[config.mk]
export PLATFORM = sky130hd
export DESIGN_NAME = pbc_control
export DESIGN_NICKNAME = d
export VERILOG_FILES = /design/src/pbc_pkg.sv /design/src/pbc_control.sv
export SDC_FILE = /design/constraint.sdc
export NUM_CORES = 1
export LEC_CHECK = 0
export ABC_AREA = 1
export BUFFER_PORTS_ARGS = -buffer_cell sky130_fd_sc_hd__buf_4
export CORE_MARGIN = 4
export CORE_UTILIZATION = 65
export CTS_BUF_LIST = sky130_fd_sc_hd__clkbuf_8
export DETAILED_ROUTE_END_ITERATION = 12
export GPL_TIMING_DRIVEN = 0
export PLACE_DENSITY_LB_ADDON = 0.3
export SETUP_SLACK_MARGIN = 0.02
export SYNTH_ARGS = -nofsm -noshare
export SYNTH_HDL_FRONTEND = slang
export SYNTH_SLANG_ARGS = --single-unit
[constraint.sdc]
create_clock -name sys_clk -period 4.4 [get_ports sys_clk]
set_input_delay 0.22 -clock sys_clk [delete_from_list [all_inputs] [get_ports sys_clk]]
set_output_delay 0.22 -clock sys_clk [all_outputs]
set_load 0.01 [all_outputs]
[src/pbc_pkg.sv]
/*
 * Constants for the basic control register block of a 10/100 PHY:
 * management addresses, bit positions, defaults, frame lengths, timing.
 * Assumes a single 20 MHz system clock.
 */
`default_nettype none

package pbc_pkg;

    // ****************************************
    // Management addresses
    // ****************************************
    localparam logic [4:0] CTRL_ADDR  = 5'h00;
    localparam logic [4:0] DSTAT_ADDR = 5'h11;

    // ****************************************
    // Control register bit positions
    // ****************************************
    localparam int CB_RESET  = 15;
    localparam int CB_LOOP   = 14;
    localparam int CB_RATE   = 13;
    localparam int CB_ANEN   = 12;
    localparam int CB_LPWR   = 11;
    localparam int CB_ISO    = 10;
    localparam int CB_ANRST  = 9;
    localparam int CB_DUPLEX = 8;
    localparam int CB_CTEST  = 7;

    // ****************************************
    // Detailed status register bit positions
    // ****************************************
    localparam int DB_RATE   = 15;
    localparam int DB_DUPLEX = 14;
    localparam int DB_LMX_LO = 11;
    localparam int LMX_MAX_W = 3;

    // ****************************************
    // Reset values
    // ****************************************
    localparam logic RATE_RST  = 1'b1;
    localparam logic ANEN_RST  = 1'b1;
    localparam logic [4:0] ISO_ADDR = 5'h00;

    // ****************************************
    // Management frame fields
    // ****************************************
    localparam int         PRE_BITS_DEF = 32;
    localparam logic [5:0] HDR_LAST     = 6'h0D;
    localparam logic [5:0] TA_LAST      = 6'h01;
    localparam logic [5:0] DATA_LAST    = 6'h0F;
    localparam logic [1:0] FR_START     = 2'h1;
    localparam logic [1:0] OP_READ      = 2'h2;
    localparam logic [1:0] OP_WRITE     = 2'h1;

    // ****************************************
    // Timing
    // ****************************************
    localparam int CLK_PERIOD_NS   = 50;
    localparam int SW_RESET_NS     = 2000;
    localparam int SW_RESET_CYCLES = (SW_RESET_NS + CLK_PERIOD_NS - 1) / CLK_PERIOD_NS;

    typedef enum logic [4:0] {
        MD_PRE  = 5'h01,
        MD_HDR  = 5'h02,
        MD_TA   = 5'h04,
        MD_RDAT = 5'h08,
        MD_WDAT = 5'h10
    } pbc_mdio_e;

endpackage

`default_nettype wire

[src/pbc_control.sv]
/*
 * Basic control register of a 10/100 PHY behind a serial management port,
 * with the detailed status register holding a maximum-tracking group.
 * Assumes mdc and mdio_in are synchronous to sys_clk and far slower.
 */
// Function
// [RULE1] Tracking group holds the largest monitored state; smaller states never replace it.
// [RULE2] Group holds until reset or read; a read reloads the present state.
// [RULE3] Self-clearing bits reset to zero and clear on their own after acting.
// [RULE4] 16-bit control register sits at management address zero.
// [RULE5] Writing one to bit 15 restores all defaults and idles state machines.
// [RULE6] During soft reset bit 15 reads one and accesses are ignored.
// [RULE7] Loopback disables line transmitter, receiver, collision detect; loops MAC data back.
// [RULE8] Collision test bit keeps collision detect on during loopback.
// [RULE9] In loopback receive valid follows transmit enable within 512 bit times.
// [RULE10] In hardware strap mode rate comes from the speed select pin.
// [RULE11] In hardware strap mode status bit 17.15 shows active link speed.
// [RULE12] Software mode with autoneg on takes speed from the autoneg result.
// [RULE13] Software mode with autoneg off: bit 13 picks 10 or 100 Mbps.
// [RULE14] In hardware strap mode autoneg enable comes from the select pin.
// [RULE15] Software mode: bit 12 enables autoneg, else bits 13 and 8 rule.
// [RULE16] Isolate defaults to one only when the strapped address is zero.
// [RULE17] Bits 6 to 0 read zero; the manager writes defaults there.
// [RULE18] Defaults: bits 13, 12 set, bit 10 as in RULE16, others clear; restart bit self-clears.
// [RULE19] Access uses clause 22 frames with strapped address and register zero.
`timescale 1ns/1ps
`default_nettype none

module pbc_control #(
    parameter int LMX_WIDTH = 3,
    parameter int PRE_BITS  = pbc_pkg::PRE_BITS_DEF
) (
    input  wire logic                 sys_clk,
    input  wire logic                 rstn,
    input  wire logic                 mdc,
    input  wire logic                 mdio_in,
    output logic                      mdio_out,
    output logic                      mdio_oe,
    input  wire logic [4:0]           phy_addr_pin,
    input  wire logic                 strap_mode_pin,
    input  wire logic                 speed_select_pin,
    input  wire logic                 autoneg_select_pin,
    input  wire logic                 duplex_select_pin,
    input  wire logic                 an_result_100,
    input  wire logic                 an_result_fd,
    input  wire logic                 link_speed_100,
    input  wire logic                 link_full_duplex,
    input  wire logic [LMX_WIDTH-1:0] sm_state,
    input  wire logic                 mii_tx_en,
    input  wire logic [3:0]           mii_txd,
    input  wire logic                 line_rx_dv,
    input  wire logic [3:0]           line_rxd,
    output logic                      mii_rx_dv,
    output logic [3:0]                mii_rxd,
    output logic                      tp_tx_en,
    output logic                      tp_rx_en,
    output logic                      col_detect_en,
    output logic                      speed_100,
    output logic                      full_duplex,
    output logic                      autoneg_en,
    output logic                      an_restart,
    output logic                      low_power,
    output logic                      isolate,
    output logic                      sw_reset_active
);

    if (LMX_WIDTH < 1 || LMX_WIDTH > pbc_pkg::LMX_MAX_W) begin : g_chk_lmx
        $error("LMX_WIDTH out of range");
    end
    if (PRE_BITS < 1 || PRE_BITS > 63) begin : g_chk_pre
        $error("PRE_BITS out of range");
    end

    localparam logic [5:0] PRE_CNT   = 6'(PRE_BITS);
    localparam logic [7:0] SWR_LOAD  = 8'(pbc_pkg::SW_RESET_CYCLES);
    localparam int         A_SWR     = pbc_pkg::SW_RESET_CYCLES;
    localparam int         A_SWR_M1  = pbc_pkg::SW_RESET_CYCLES - 1;

    // ****************************************
    // State
    // ****************************************
    pbc_pkg::pbc_mdio_e       md_state_reg;
    logic                     mdc_d_reg;
    logic [5:0]               cnt_reg;
    logic [15:0]              shift_reg;
    logic                     op_rd_reg;
    logic [4:0]               addr_reg;
    logic [4:0]               phy_addr_reg;
    logic                     wr_pulse_reg;
    logic                     lmx_rd_pulse_reg;
    logic [7:0]               swr_cnt_reg;
    logic [LMX_WIDTH-1:0]     max_trk_reg;
    logic loop_reg, rate_reg, anen_reg, lpwr_reg, iso_reg, anrst_reg, dup_reg, ctest_reg;

    logic        mdc_rise;
    logic [13:0] hdr;
    logic        sw_busy;
    logic        sw_done;
    logic        hdr_ok;
    logic [15:0] ctrl_rd;
    logic [15:0] dstat_rd;
    logic [15:0] rd_val;
    logic [15:0] lmx_field;

    assign mdc_rise = mdc & ~mdc_d_reg;
    assign hdr      = {shift_reg[12:0], mdio_in};
    assign sw_busy  = swr_cnt_reg != 8'h00;
    assign sw_done  = swr_cnt_reg == 8'h01;
    assign hdr_ok   = hdr[13:12] == pbc_pkg::FR_START && hdr[9:5] == phy_addr_reg;

    always_comb
    begin
        lmx_field = 16'h0000;
        lmx_field[pbc_pkg::DB_LMX_LO +: LMX_WIDTH] = max_trk_reg;
        ctrl_rd = 16'h0000;                          // Reserved low bits read zero [RULE17]
        ctrl_rd[pbc_pkg::CB_RESET]  = sw_busy;       // [RULE6]
        ctrl_rd[pbc_pkg::CB_LOOP]   = loop_reg;
        ctrl_rd[pbc_pkg::CB_RATE]   = rate_reg;
        ctrl_rd[pbc_pkg::CB_ANEN]   = anen_reg;
        ctrl_rd[pbc_pkg::CB_LPWR]   = lpwr_reg;
        ctrl_rd[pbc_pkg::CB_ISO]    = iso_reg;
        ctrl_rd[pbc_pkg::CB_ANRST]  = anrst_reg;
        ctrl_rd[pbc_pkg::CB_DUPLEX] = dup_reg;
        ctrl_rd[pbc_pkg::CB_CTEST]  = ctest_reg;
        dstat_rd = lmx_field;
        dstat_rd[pbc_pkg::DB_RATE]   = link_speed_100;    // [RULE11]
        dstat_rd[pbc_pkg::DB_DUPLEX] = link_full_duplex;
        if (addr_reg == pbc_pkg::CTRL_ADDR)
            rd_val = ctrl_rd;                        // [RULE4]
        else if (addr_reg == pbc_pkg::DSTAT_ADDR)
            rd_val = dstat_rd;
        else
            rd_val = 16'h0000;
    end

    // ****************************************
    // Strapped address capture
    // ****************************************
    always_ff @(posedge sys_clk)
    begin
        if (!rstn)
            phy_addr_reg <= phy_addr_pin;
    end

    // ****************************************
    // Management frame engine
    // ****************************************
    // Soft reset drops any frame in flight so nothing lands half-written
    always_ff @(posedge sys_clk)
    begin
        mdc_d_reg        <= mdc;
        wr_pulse_reg     <= 1'b0;
        lmx_rd_pulse_reg <= 1'b0;
        if (!rstn || sw_busy)                        // [RULE5] [RULE6]
        begin
            md_state_reg <= pbc_pkg::MD_PRE;
            cnt_reg      <= 6'h00;
            shift_reg    <= 16'h0000;
            op_rd_reg    <= 1'b0;
            addr_reg     <= 5'h00;
            mdio_out     <= 1'b0;
            mdio_oe      <= 1'b0;
            if (!rstn)
                mdc_d_reg <= 1'b0;
        end
        else if (mdc_rise)
        begin
            unique case (md_state_reg)
                pbc_pkg::MD_PRE:
                begin
                    shift_reg <= {shift_reg[14:0], mdio_in};
                    if (mdio_in)
                        cnt_reg <= (cnt_reg < PRE_CNT) ? cnt_reg + 6'h01 : cnt_reg;
                    else if (cnt_reg == PRE_CNT)
                    begin
                        md_state_reg <= pbc_pkg::MD_HDR;
                        cnt_reg      <= 6'h01;
                    end
                    else
                        cnt_reg <= 6'h00;
                end
                pbc_pkg::MD_HDR:
                begin
                    shift_reg <= {shift_reg[14:0], mdio_in};
                    cnt_reg   <= cnt_reg + 6'h01;
                    if (cnt_reg == pbc_pkg::HDR_LAST)
                    begin
                        cnt_reg   <= 6'h00;
                        op_rd_reg <= hdr[11:10] == pbc_pkg::OP_READ;
                        addr_reg  <= hdr[4:0];
                        if (hdr_ok && (hdr[11:10] == pbc_pkg::OP_READ ||
                                       hdr[11:10] == pbc_pkg::OP_WRITE))   // [RULE19]
                            md_state_reg <= pbc_pkg::MD_TA;
                        else
                            md_state_reg <= pbc_pkg::MD_PRE;
                    end
                end
                pbc_pkg::MD_TA:
                begin
                    cnt_reg <= cnt_reg + 6'h01;
                    if (op_rd_reg)
                    begin
                        mdio_oe  <= 1'b1;
                        mdio_out <= 1'b0;
                    end
                    if (cnt_reg == pbc_pkg::TA_LAST)
                    begin
                        cnt_reg <= 6'h00;
                        if (op_rd_reg)
                        begin
                            shift_reg        <= rd_val;
                            mdio_out         <= rd_val[15];
                            lmx_rd_pulse_reg <= addr_reg == pbc_pkg::DSTAT_ADDR;
                            md_state_reg     <= pbc_pkg::MD_RDAT;
                        end
                        else
                            md_state_reg <= pbc_pkg::MD_WDAT;
                    end
                end
                pbc_pkg::MD_RDAT:
                begin
                    cnt_reg   <= cnt_reg + 6'h01;
                    shift_reg <= {shift_reg[14:0], 1'b0};
                    mdio_out  <= shift_reg[14];
                    if (cnt_reg == pbc_pkg::DATA_LAST)
                    begin
                        mdio_oe      <= 1'b0;
                        mdio_out     <= 1'b0;
                        cnt_reg      <= 6'h00;
                        md_state_reg <= pbc_pkg::MD_PRE;
                    end
                end
                pbc_pkg::MD_WDAT:
                begin
                    cnt_reg   <= cnt_reg + 6'h01;
                    shift_reg <= {shift_reg[14:0], mdio_in};
                    if (cnt_reg == pbc_pkg::DATA_LAST)
                    begin
                        wr_pulse_reg <= 1'b1;
                        cnt_reg      <= 6'h00;
                        md_state_reg <= pbc_pkg::MD_PRE;
                    end
                end
            endcase
        end
    end

    // ****************************************
    // Soft reset timer
    // ****************************************
    always_ff @(posedge sys_clk)
    begin
        if (!rstn)
            swr_cnt_reg <= 8'h00;
        else if (sw_busy)
            swr_cnt_reg <= swr_cnt_reg - 8'h01;      // Clears itself when done [RULE3] [RULE6]
        else if (wr_pulse_reg && addr_reg == pbc_pkg::CTRL_ADDR && shift_reg[pbc_pkg::CB_RESET])
            swr_cnt_reg <= SWR_LOAD;                 // [RULE5]
    end

    // ****************************************
    // Control register
    // ****************************************
    always_ff @(posedge sys_clk)
    begin
        if (!rstn || sw_done)                        // [RULE5] [RULE18]
        begin
            loop_reg  <= 1'b0;
            rate_reg  <= pbc_pkg::RATE_RST;
            anen_reg  <= pbc_pkg::ANEN_RST;
            lpwr_reg  <= 1'b0;
            iso_reg   <= (rstn ? phy_addr_reg : phy_addr_pin) == pbc_pkg::ISO_ADDR;  // [RULE16]
            anrst_reg <= 1'b0;
            dup_reg   <= 1'b0;
            ctest_reg <= 1'b0;
        end
        else if (wr_pulse_reg && addr_reg == pbc_pkg::CTRL_ADDR && !shift_reg[pbc_pkg::CB_RESET])
        begin
            loop_reg  <= shift_reg[pbc_pkg::CB_LOOP];
            rate_reg  <= shift_reg[pbc_pkg::CB_RATE];
            anen_reg  <= shift_reg[pbc_pkg::CB_ANEN];
            lpwr_reg  <= shift_reg[pbc_pkg::CB_LPWR];
            iso_reg   <= shift_reg[pbc_pkg::CB_ISO];
            // Restart only takes while autoneg is on in software mode
            anrst_reg <= shift_reg[pbc_pkg::CB_ANRST] && strap_mode_pin && anen_reg;
            dup_reg   <= shift_reg[pbc_pkg::CB_DUPLEX];
            ctest_reg <= shift_reg[pbc_pkg::CB_CTEST];
        end
        else if (anrst_reg)
            anrst_reg <= 1'b0;                       // Self-clears once restart is issued [RULE3] [RULE18]
    end

    // ****************************************
    // Maximum-tracking group
    // ****************************************
    always_ff @(posedge sys_clk)
    begin
        if (!rstn || sw_done)
            max_trk_reg <= '0;
        else if (lmx_rd_pulse_reg)
            max_trk_reg <= sm_state;                 // [RULE2]
        else if (sm_state > max_trk_reg)
            max_trk_reg <= sm_state;                 // [RULE1]
    end

    // ****************************************
    // Operating outputs
    // ****************************************
    always_ff @(posedge sys_clk)
    begin
        if (!rstn)
        begin
            tp_tx_en        <= 1'b0;
            tp_rx_en        <= 1'b0;
            col_detect_en   <= 1'b0;
            speed_100       <= 1'b0;
            full_duplex     <= 1'b0;
            autoneg_en      <= 1'b0;
            an_restart      <= 1'b0;
            low_power       <= 1'b0;
            isolate         <= 1'b0;
            sw_reset_active <= 1'b0;
            mii_rx_dv       <= 1'b0;
            mii_rxd         <= 4'h0;
        end
        else
        begin
            tp_tx_en        <= !loop_reg;                // [RULE7]
            tp_rx_en        <= !loop_reg;                // [RULE7]
            col_detect_en   <= !loop_reg || ctest_reg;   // [RULE8]
            if (!strap_mode_pin)
            begin
                speed_100   <= speed_select_pin;         // [RULE10]
                full_duplex <= duplex_select_pin;
                autoneg_en  <= autoneg_select_pin;       // [RULE14]
            end
            else
            begin
                speed_100   <= anen_reg ? an_result_100 : rate_reg;  // [RULE12] [RULE13] [RULE15]
                full_duplex <= anen_reg ? an_result_fd : dup_reg;    // [RULE15]
                autoneg_en  <= anen_reg;                             // [RULE15]
            end
            an_restart      <= anrst_reg;
            low_power       <= lpwr_reg;
            isolate         <= iso_reg;
            sw_reset_active <= sw_busy;
            // One register of delay keeps loopback far below 512 bit times
            mii_rx_dv <= !iso_reg && (loop_reg ? mii_tx_en : line_rx_dv);   // [RULE9]
            mii_rxd   <= iso_reg ? 4'h0 : (loop_reg ? mii_txd : line_rxd);  // [RULE7]
        end
    end
endmodule // pbc_control

`default_nettype wire

==> impl_metrics.prom, run 1 <==
# TYPE chip_impl_metric gauge
chip_impl_info{name="grt_setup_unrepaired",value="false"} 1
chip_impl_metric{name="drt_first_iter_violations",unit=""} 310
chip_impl_info{name="root_buffer",value="clkbuf_8"} 1
chip_impl_metric{name="leakage_component_of_the_power",unit="nW"} 2.20
chip_impl_metric{name="post-place-cells",unit=""} 673
chip_impl_metric{name="placeableCoreArea",unit="mm^2"} 0.00564
chip_impl_info{name="synth_top_cell_by_area",value="dfxtp_1"} 1
chip_impl_metric{name="route.vias.total",unit=""} 3754
chip_impl_metric{name="clock.fmax",unit="MHz"} 572
chip_impl_metric{name="total_non_filler_cell_area_in_the_finished_layout",unit="mm^2"} 0.00453
chip_impl_info{name="hold_path.startpoint",value="mdc"} 1
chip_impl_metric{name="synth-seq-area-share",unit=""} 0.395
chip_impl_metric{name="cts_hold_buf",unit=""} 0
chip_impl_info{name="cts_tree",value="yes"} 1
chip_impl_metric{name="fin_cells",unit=""} 688
chip_impl_metric{name="cts-root-to-sink-buffers",unit=""} 2
chip_impl_metric{name="vdd.ir_drop.worst",unit="mV"} 0.351
chip_impl_info{name="crit_type",value="reg -> reg"} 1
chip_impl_metric{name="syn_avg_cell_area",unit="um^2"} 6.99
chip_impl_metric{name="drt_pass_1_iters",unit=""} 5
chip_impl_metric{name="routabilityCongestion",unit=""} 0.917
chip_impl_metric{name="core.rowCount",unit=""} 27
chip_impl_metric{name="synthCells",unit=""} 555
chip_impl_metric{name="routed_wl",unit="um"} 9370
chip_impl_metric{name="drt-vias-per-instance",unit=""} 5.46
chip_impl_metric{name="timing.final.crit_period",unit="ns"} 1.75
chip_impl_info{name="synth_area_leaders",value="dfxtp_1 39%, nand2_1 13%, inv_1 8.3%"} 1
chip_impl_metric{name="place_area",unit="mm^2"} 0.00431
chip_impl_metric{name="post-layout-total-power",unit="mW"} 1.88
chip_impl_metric{name="cts_htree_levels",unit=""} 3
chip_impl_metric{name="hold_viol",unit=""} 0
chip_impl_metric{name="synth_seq_cells",unit=""} 76
chip_impl_metric{name="clock_insertion_delay_worst_skew",unit="ns"} 0.36
chip_impl_metric{name="rrSetupSlack",unit="ns"} 2.65
chip_impl_metric{name="floorplan.initialDensity",unit=""} 0.688
chip_impl_metric{name="cts-buffers-inserted",unit=""} 9
chip_impl_metric{name="cellPowerDensity",unit="mW/mm^2"} 414
chip_impl_metric{name="critical_path.max_fanout",unit=""} 10
chip_impl_metric{name="setup_violations",unit=""} 0
chip_impl_metric{name="largest_reg_flops",unit=""} 16
chip_impl_info{name="min_delay_worst_endpoint",value="mdc_d_reg"} 1
chip_impl_metric{name="grt_start_max_net_pins",unit=""} 13
chip_impl_metric{name="grt_pass1_wl",unit="um"} 15800
chip_impl_metric{name="final_core_util",unit=""} 0.803
chip_impl_metric{name="design.final.nets",unit=""} 652
chip_impl_metric{name="ctsResizeCount",unit=""} 0
chip_impl_metric{name="portBuffers",unit=""} 46
chip_impl_metric{name="post_cts.repair.setup_buffers",unit=""} 0
chip_impl_metric{name="crit_required",unit="ns"} 4.71
chip_impl_metric{name="worst-r2r-cell-count",unit=""} 11
chip_impl_metric{name="route.detailed.drc",unit=""} 0
chip_impl_metric{name="finalSetupTns",unit="ns"} 0
chip_impl_metric{name="max_slew.worst_pin.slew",unit="ns"} 0.510
chip_impl_metric{name="die_h",unit="um"} 85.3
chip_impl_info{name="rr_endpoint",value="shift_reg[11]"} 1
chip_impl_metric{name="die_area",unit="mm^2"} 0.00727
chip_impl_metric{name="smallest_hold_slack",unit="ns"} 0.0656
chip_impl_metric{name="io_pins",unit=""} 47
chip_impl_metric{name="place_hpwl",unit="um"} 6860
chip_impl_metric{name="dp_slack",unit="ns"} 2.72
chip_impl_metric{name="whs_path_depth",unit=""} 3
chip_impl_info{name="critPathLaunchType",value="flip-flop"} 1
chip_impl_metric{name="synth.top_cell.area_share",unit=""} 0.387
chip_impl_metric{name="worst_ep_arrival_time",unit="ns"} 2.06
chip_impl_metric{name="n_antenna_cell",unit=""} 0
chip_impl_metric{name="syn-num-nets",unit=""} 595
chip_impl_metric{name="grt-ovfl-total",unit=""} 0
chip_impl_metric{name="post_drt_wl_per_cell",unit="um"} 13.6
chip_impl_metric{name="yosys_warnings",unit=""} 0
chip_impl_metric{name="clock-skew-final",unit="ns"} 0.00987
chip_impl_metric{name="path_clk_slew",unit="ns"} 0.08
chip_impl_metric{name="grt_antenna_before_repair",unit=""} 0
chip_impl_metric{name="cts_sinks",unit=""} 76
chip_impl_metric{name="final_min_period_over_clock_period",unit=""} 0.398
chip_impl_metric{name="synthDistinctLibCells",unit=""} 35
chip_impl_info{name="outcome",value="finished, final reports clean"} 1
chip_impl_metric{name="cap_violations",unit=""} 0
chip_impl_metric{name="floorplan.die.width",unit="um"} 85.3
chip_impl_metric{name="slew-limit-headroom",unit=""} 0.660
chip_impl_info{name="worst_r2r_startpoint",value="swr_cnt_reg[0]"} 1
chip_impl_metric{name="layout-area-overhead-vs-synth",unit="%"} 16.8
chip_impl_metric{name="grtUsageTotal",unit=""} 0.269
chip_impl_metric{name="drive_above_1_share",unit=""} 0.187
chip_impl_metric{name="drtAntennaViolNets",unit=""} 0
chip_impl_metric{name="postLayoutSetupSlackWorst",unit="ns"} 2.65
chip_impl_metric{name="first_global_vias",unit=""} 3613
chip_impl_metric{name="timing_max_transition_violations_final",unit=""} 0
chip_impl_info{name="kind_of_end_point_of_the_critical_path",value="flip-flop"} 1
chip_impl_metric{name="syn_area",unit="mm^2"} 0.00388
chip_impl_info{name="worst_hold_path_type",value="in -> reg"} 1
[report_power, final]
| part | internal, mW | switching (mW) | leakage [nW] | total (mW) |
|---|---|---|---|---|
| sequential | 0.760 | 0.0493 | 0.623 | 0.809 |
| clock | 0.330 | 0.258 | 0.114 | 0.587 |
| combinational | 0.178 | 0.302 | 1.46 | 0.480 |
| total | 1.27 | 0.609 | 2.20 | 1.88 |
[layout by cell type, fill, tap and decap left out, types with 2 or more instances in the layout]
cell type,netlist,layout
xor2_1,2,2
nand2_1,132,132
o21ai_1,4,4
nand2_2,6,6
nor4_1,2,2
nor2_2,8,8
a21oi_1,42,42
o211ai_1,4,4
buf_6,2,2
o22ai_1,4,4
clkbuf_8,0,10
bufinv_16,0,2
clkbuf_1,2,2
nand4_1,9,9
a211oi_1,2,2
buf_2,2,2
nand3_2,15,15
nor2_1,65,65
o21ai_0,27,27
nand3_1,24,24
ha_1,10,10
inv_1,86,87
dfxtp_1,75,75
nor3_1,4,4
buf_4,3,49
inv_2,7,7
nor2_4,8,8
[worst max-delay path, cell delays in order, from the launching register on]
cell and delay [ns]:
dfxtp_1 0.34, inv_1 0.16, ha_1 0.18, inv_1 0.04, nor2_1 0.11, nand2_2 0.16, nor2_4 0.19, inv_2 0.07
buf_6 0.14, a21oi_1 0.16, nand2_1 0.10, inv_1 0.05
[per-layer routing]
layer | GRT usage | share of wire | vias up
met5 | 0 | 0 | -
met4 | 0.151 | 0.036 | 0
met3 | 0.0592 | 0.063 | 35
met2 | 0.470 | 0.49 | 150
met1 | 0.301 | 0.41 | 1692
li1 | - | - | 1877
[Yosys cell counts, drive strengths merged]
| library cell | instances |
|---|---|
| ha | 10 |
| nand4 | 9 |
| buf | 8 |
| nor2 | 81 |
| xnor2 | 1 |
| nor3 | 4 |
| o211ai | 4 |
| a211oi | 2 |
| o21a | 1 |
| xor2 | 2 |
| o22ai | 4 |
| clkbuf | 2 |
| edfxtp | 1 |
| dfxtp | 75 |
| o31ai | 1 |
| o21ai | 31 |
| nor4 | 2 |
| a21oi | 42 |
| nand3b | 2 |
| nand3 | 40 |
| inv | 94 |
| nand2 | 139 |
[layout make-up]
type	instances	area (um^2)
clock inverter	5	77.6
multi-input combinational	375	1930
fill	395	1110
buffer	10	66.3
sequential	76	1530
tap	72	90.1
inverter	94	355
clock buffer	10	138
timing repair buffer	46	345
[kinds of logic (layout without fill, tap and decap cells)]
family,count (synthesis),after routing,share of synthesized area
compound gates,85,85,0.116
fa+ha+maj,10,10,0.0323
xor+xnor,3,3,0.00678
buf+inv,104,165,0.109
flops,76,76,0.395
simple gates,277,277,0.341
[how the worst max path moves through the flow]
stage                   start       endpoint  slack [ns]  cells after the start
2_1_floorplan  swr_cnt_reg[0]    addr_reg[4]        3.00                      9
3_3_place_gp   swr_cnt_reg[0]    addr_reg[2]        2.77                      9
3_5_place_dp   swr_cnt_reg[0]  shift_reg[11]        2.72                     11
4_1_cts        swr_cnt_reg[0]  shift_reg[11]        2.69                     11
5_1_grt        swr_cnt_reg[0]   shift_reg[6]        2.49                      9
6_report       swr_cnt_reg[0]  shift_reg[11]        2.65                     11
No activity file was read; power rests on OpenSTA's default activity.
==> inputs of run 2 (changes only) <==
- CORE_UTILIZATION: 65 -> 60
- clock period: 4.4 -> 1.7 ns (I/O delays scaled with it)
==> run 2 against run 1 <==
  * Clock-buffer cell count stayed put
  * Non-clock buffer count increased by 26
  * Via count hardly changed
  * Clock skew fell by 0.0024 ns
  * First-iteration DRC count decreased by 34%
  * Die area up 7.5%
  * Sequential power rose to 2.6 times the previous value
  * Largest cell class unchanged
  * Cell count rose by 4.7%
  * Clock power grew to 2.5 times the previous value
==> impl_metrics.prom, run 2 (synthesized netlist as in run 1, its figures left out) <==
# TYPE chip_impl_metric gauge
chip_impl_metric{name="drtAntennaViolNets",unit=""} 0
chip_impl_info{name="worst_hold_path_type",value="in -> reg"} 1
chip_impl_metric{name="setup_violations",unit=""} 0
chip_impl_metric{name="cellPowerDensity",unit="mW/mm^2"} 1020
chip_impl_metric{name="first_global_vias",unit=""} 3535
chip_impl_info{name="root_buffer",value="clkbuf_8"} 1
chip_impl_metric{name="path_buf_inv",unit=""} 3
chip_impl_metric{name="clock-skew-final",unit="ns"} 0.00743
chip_impl_metric{name="cts-root-to-sink-buffers",unit=""} 2
chip_impl_metric{name="fin_cells",unit=""} 720
chip_impl_metric{name="worst_ep_arrival_time",unit="ns"} 1.83
chip_impl_metric{name="cpPeakStageDelay",unit="ns"} 0.41
chip_impl_info{name="grt_setup_unrepaired",value="false"} 1
chip_impl_metric{name="clock.fmax",unit="MHz"} 630
chip_impl_info{name="worst_r2r_startpoint",value="swr_cnt_reg[0]"} 1
chip_impl_info{name="cts_tree",value="yes"} 1
chip_impl_metric{name="max_slew.worst_pin.slew",unit="ns"} 0.571
chip_impl_metric{name="crit_required",unit="ns"} 1.94
chip_impl_metric{name="floorplan.initialDensity",unit=""} 0.614
chip_impl_metric{name="post_drt_wl_per_cell",unit="um"} 13.1
chip_impl_metric{name="n_antenna_cell",unit=""} 0
chip_impl_info{name="cell_family_contributing_the_most_delay_on_the_critical_path",value="simple AND/OR/NAND/NOR gates"} 1
chip_impl_metric{name="worst-r2r-cell-count",unit=""} 10
chip_impl_metric{name="grt_start_max_net_pins",unit=""} 15
chip_impl_metric{name="post-place-cells",unit=""} 678
chip_impl_metric{name="placeableCoreArea",unit="mm^2"} 0.00631
chip_impl_metric{name="timing.final.crit_period",unit="ns"} 1.59
chip_impl_info{name="critPathSlowestCell",value="dfxtp_1"} 1
chip_impl_metric{name="drive_above_1_share",unit=""} 0.199
chip_impl_metric{name="grt_antenna_before_repair",unit=""} 0
chip_impl_metric{name="die_area",unit="mm^2"} 0.00781
chip_impl_metric{name="route.detailed.drc",unit=""} 0
chip_impl_metric{name="cts-buffers-inserted",unit=""} 9
chip_impl_metric{name="cts_htree_levels",unit=""} 3
chip_impl_metric{name="path_depth",unit=""} 10
chip_impl_metric{name="hold_viol",unit=""} 0
chip_impl_metric{name="slew-limit-headroom",unit=""} 0.619
chip_impl_metric{name="rrSetupSlack",unit="ns"} 0.11
chip_impl_metric{name="floorplan.die.width",unit="um"} 88.4
chip_impl_info{name="rr_endpoint",value="swr_cnt_reg[6]"} 1
chip_impl_info{name="kind_of_end_point_of_the_critical_path",value="flip-flop"} 1
chip_impl_metric{name="core.rowCount",unit=""} 29
chip_impl_metric{name="die_h",unit="um"} 88.4
chip_impl_info{name="critPathCapture",value="swr_cnt_reg[6]"} 1
chip_impl_info{name="crit_top_cell",value="nor2_1"} 1
chip_impl_info{name="critPathLaunchType",value="flip-flop"} 1
chip_impl_metric{name="portBuffers",unit=""} 46
chip_impl_metric{name="critical_path.max_fanout",unit=""} 5
chip_impl_metric{name="sequential_cell_area",unit="mm^2"} 0.00153
chip_impl_metric{name="num-fill-cells",unit=""} 464
chip_impl_metric{name="grt_pass1_wl",unit="um"} 15300
chip_impl_metric{name="switching_power",unit="mW"} 1.67
chip_impl_metric{name="clock_insertion_delay_worst_skew",unit="ns"} 0.36
chip_impl_metric{name="pwr-share-seq",unit=""} 0.425
chip_impl_info{name="crit_path_cell_trace",value="inv_2, ha_1, inv_1, nor2_1, nand2_2, buf_4, nand3_1, nor2_1, xor2_1, nor2_1"} 1
chip_impl_metric{name="clock_power_share",unit=""} 0.297
chip_impl_metric{name="multi_input_comb_area",unit="mm^2"} 0.00197
chip_impl_metric{name="route.vias.total",unit=""} 3756
chip_impl_metric{name="cts_sinks",unit=""} 76
chip_impl_info{name="crit_type",value="reg -> reg"} 1
chip_impl_metric{name="drt_pass_1_iters",unit=""} 6
chip_impl_info{name="outcome",value="finished, final reports clean"} 1
chip_impl_metric{name="combinationalPowerShare",unit=""} 0.278
chip_impl_metric{name="final_min_period_over_clock_period",unit=""} 0.934
chip_impl_info{name="final_common_cell",value="nand2_1"} 1
chip_impl_metric{name="place_hpwl",unit="um"} 6760
chip_impl_metric{name="postLayoutSetupSlackWorst",unit="ns"} 0.112
chip_impl_info{name="final_cell_mix",value="131 x nand2_1, 84 x inv_1, 73 x dfxtp_1"} 1
chip_impl_metric{name="largest_reg_flops",unit=""} 16
chip_impl_metric{name="switching_fraction",unit=""} 0.338
chip_impl_metric{name="drt_first_iter_violations",unit=""} 206
chip_impl_metric{name="layout-area-overhead-vs-synth",unit="%"} 24.9
chip_impl_info{name="worst_setup_path_startpoint",value="swr_cnt_reg[0]"} 1
chip_impl_metric{name="grtUsageTotal",unit=""} 0.251
chip_impl_metric{name="vdd.ir_drop.worst",unit="mV"} 1.00
chip_impl_metric{name="timing_max_transition_violations_final",unit=""} 0
chip_impl_metric{name="routed_wl",unit="um"} 9450
chip_impl_metric{name="leakage_component_of_the_power",unit="nW"} 2.32
chip_impl_metric{name="grt-ovfl-total",unit=""} 0
chip_impl_metric{name="routabilityCongestion",unit=""} 0.910
chip_impl_metric{name="path_clk_slew",unit="ns"} 0.08
chip_impl_metric{name="io_pins",unit=""} 47
chip_impl_metric{name="dp_slack",unit="ns"} -0.0464
chip_impl_metric{name="cap_violations",unit=""} 0
chip_impl_metric{name="design.final.nets",unit=""} 678
chip_impl_metric{name="p_int",unit="mW"} 3.28
chip_impl_metric{name="drt-vias-per-instance",unit=""} 5.22
==> run 2: stage by stage <==
stage / area (um^2) / TNS [ns] / hold slack (ns) / power (mW) / utilization
after floorplan: 3880 / 0 / 0.183 / 2.98 / -
after global placement: 4320 / 0 / 0.279 / 3.27 / 0.684
after detailed placement: 4320 / -0.0618 / 0.288 / 3.33 / 0.684
after CTS: 4780 / 0 / 0.00219 / 4.84 / 0.756
after global routing: 4840 / 0 / 0.0335 / 5.22 / 0.767
final: 4840 / 0 / 0.00795 / 4.95 / 0.767
==> run 2: routing by layer <==
| metal | global-route usage | wire length (um) | vias to the layer above |
|---|---|---|---|
| met1 | 0.306 | 4010 | 1690 |
| met4 | 0.117 | 245 | 0 |
| met2 | 0.424 | 4600 | 121 |
| li1 | - | - | 1923 |
| met5 | 0 | 0 | - |
| met3 | 0.0531 | 592 | 22 |
==> run 2: worst min-delay path by stage <==
stage,depth (start not counted),startpoint,slack [ns],to
after floorplan,2,mdc,0.18,mdc_d_reg
after global placement,3,mdc,0.28,mdc_d_reg
after detailed placement,3,mdc,0.29,mdc_d_reg
after CTS,3,strap_mode_pin,0.002,full_duplex
after global routing,3,strap_mode_pin,0.03,full_duplex
final,3,strap_mode_pin,0.008,full_duplex
==> run 2: tightest hold or removal path: cells and delay by family <==
kind,cells,cell delay (ns)
compound gates,1,0.10
buf+inv,2,0.16
==> run 2: final cells by class <==
type | count | share of cell area
Sequential cell | 76 | 0.317
Multi-Input combinational cell | 375 | 0.407
Inverter | 94 | 0.0739
Timing Repair Buffer | 73 | 0.125
Tap cell | 77 | 0.0199
Buffer | 9 | 0.0147
Clock inverter | 6 | 0.0150
Clock buffer | 10 | 0.0284
==> run 2: repair_timing <==
item | 4_1_cts | 5_1_grt
setup buffers | 0 | 4
gates cloned | 0 | 0
endpoints found under the hold margin | 17 | 0
pin swaps | 0 | 2
gates resized for setup | 4 | 12
setup endpoints to repair | 9 | 46
hold buffers | 23 | 0
==> run 2: power groups by stage <==
stage / combinational [mW] / clock [mW] / sequential [mW]
3_5_place_dp: 1.20 / 0 / 2.13
3_3_place_gp: 1.15 / 0 / 2.12
6_report: 1.38 / 1.47 / 2.10
2_1_floorplan: 0.868 / 0 / 2.11
5_1_grt: 1.54 / 1.56 / 2.12
4_1_cts: 1.27 / 1.48 / 2.09
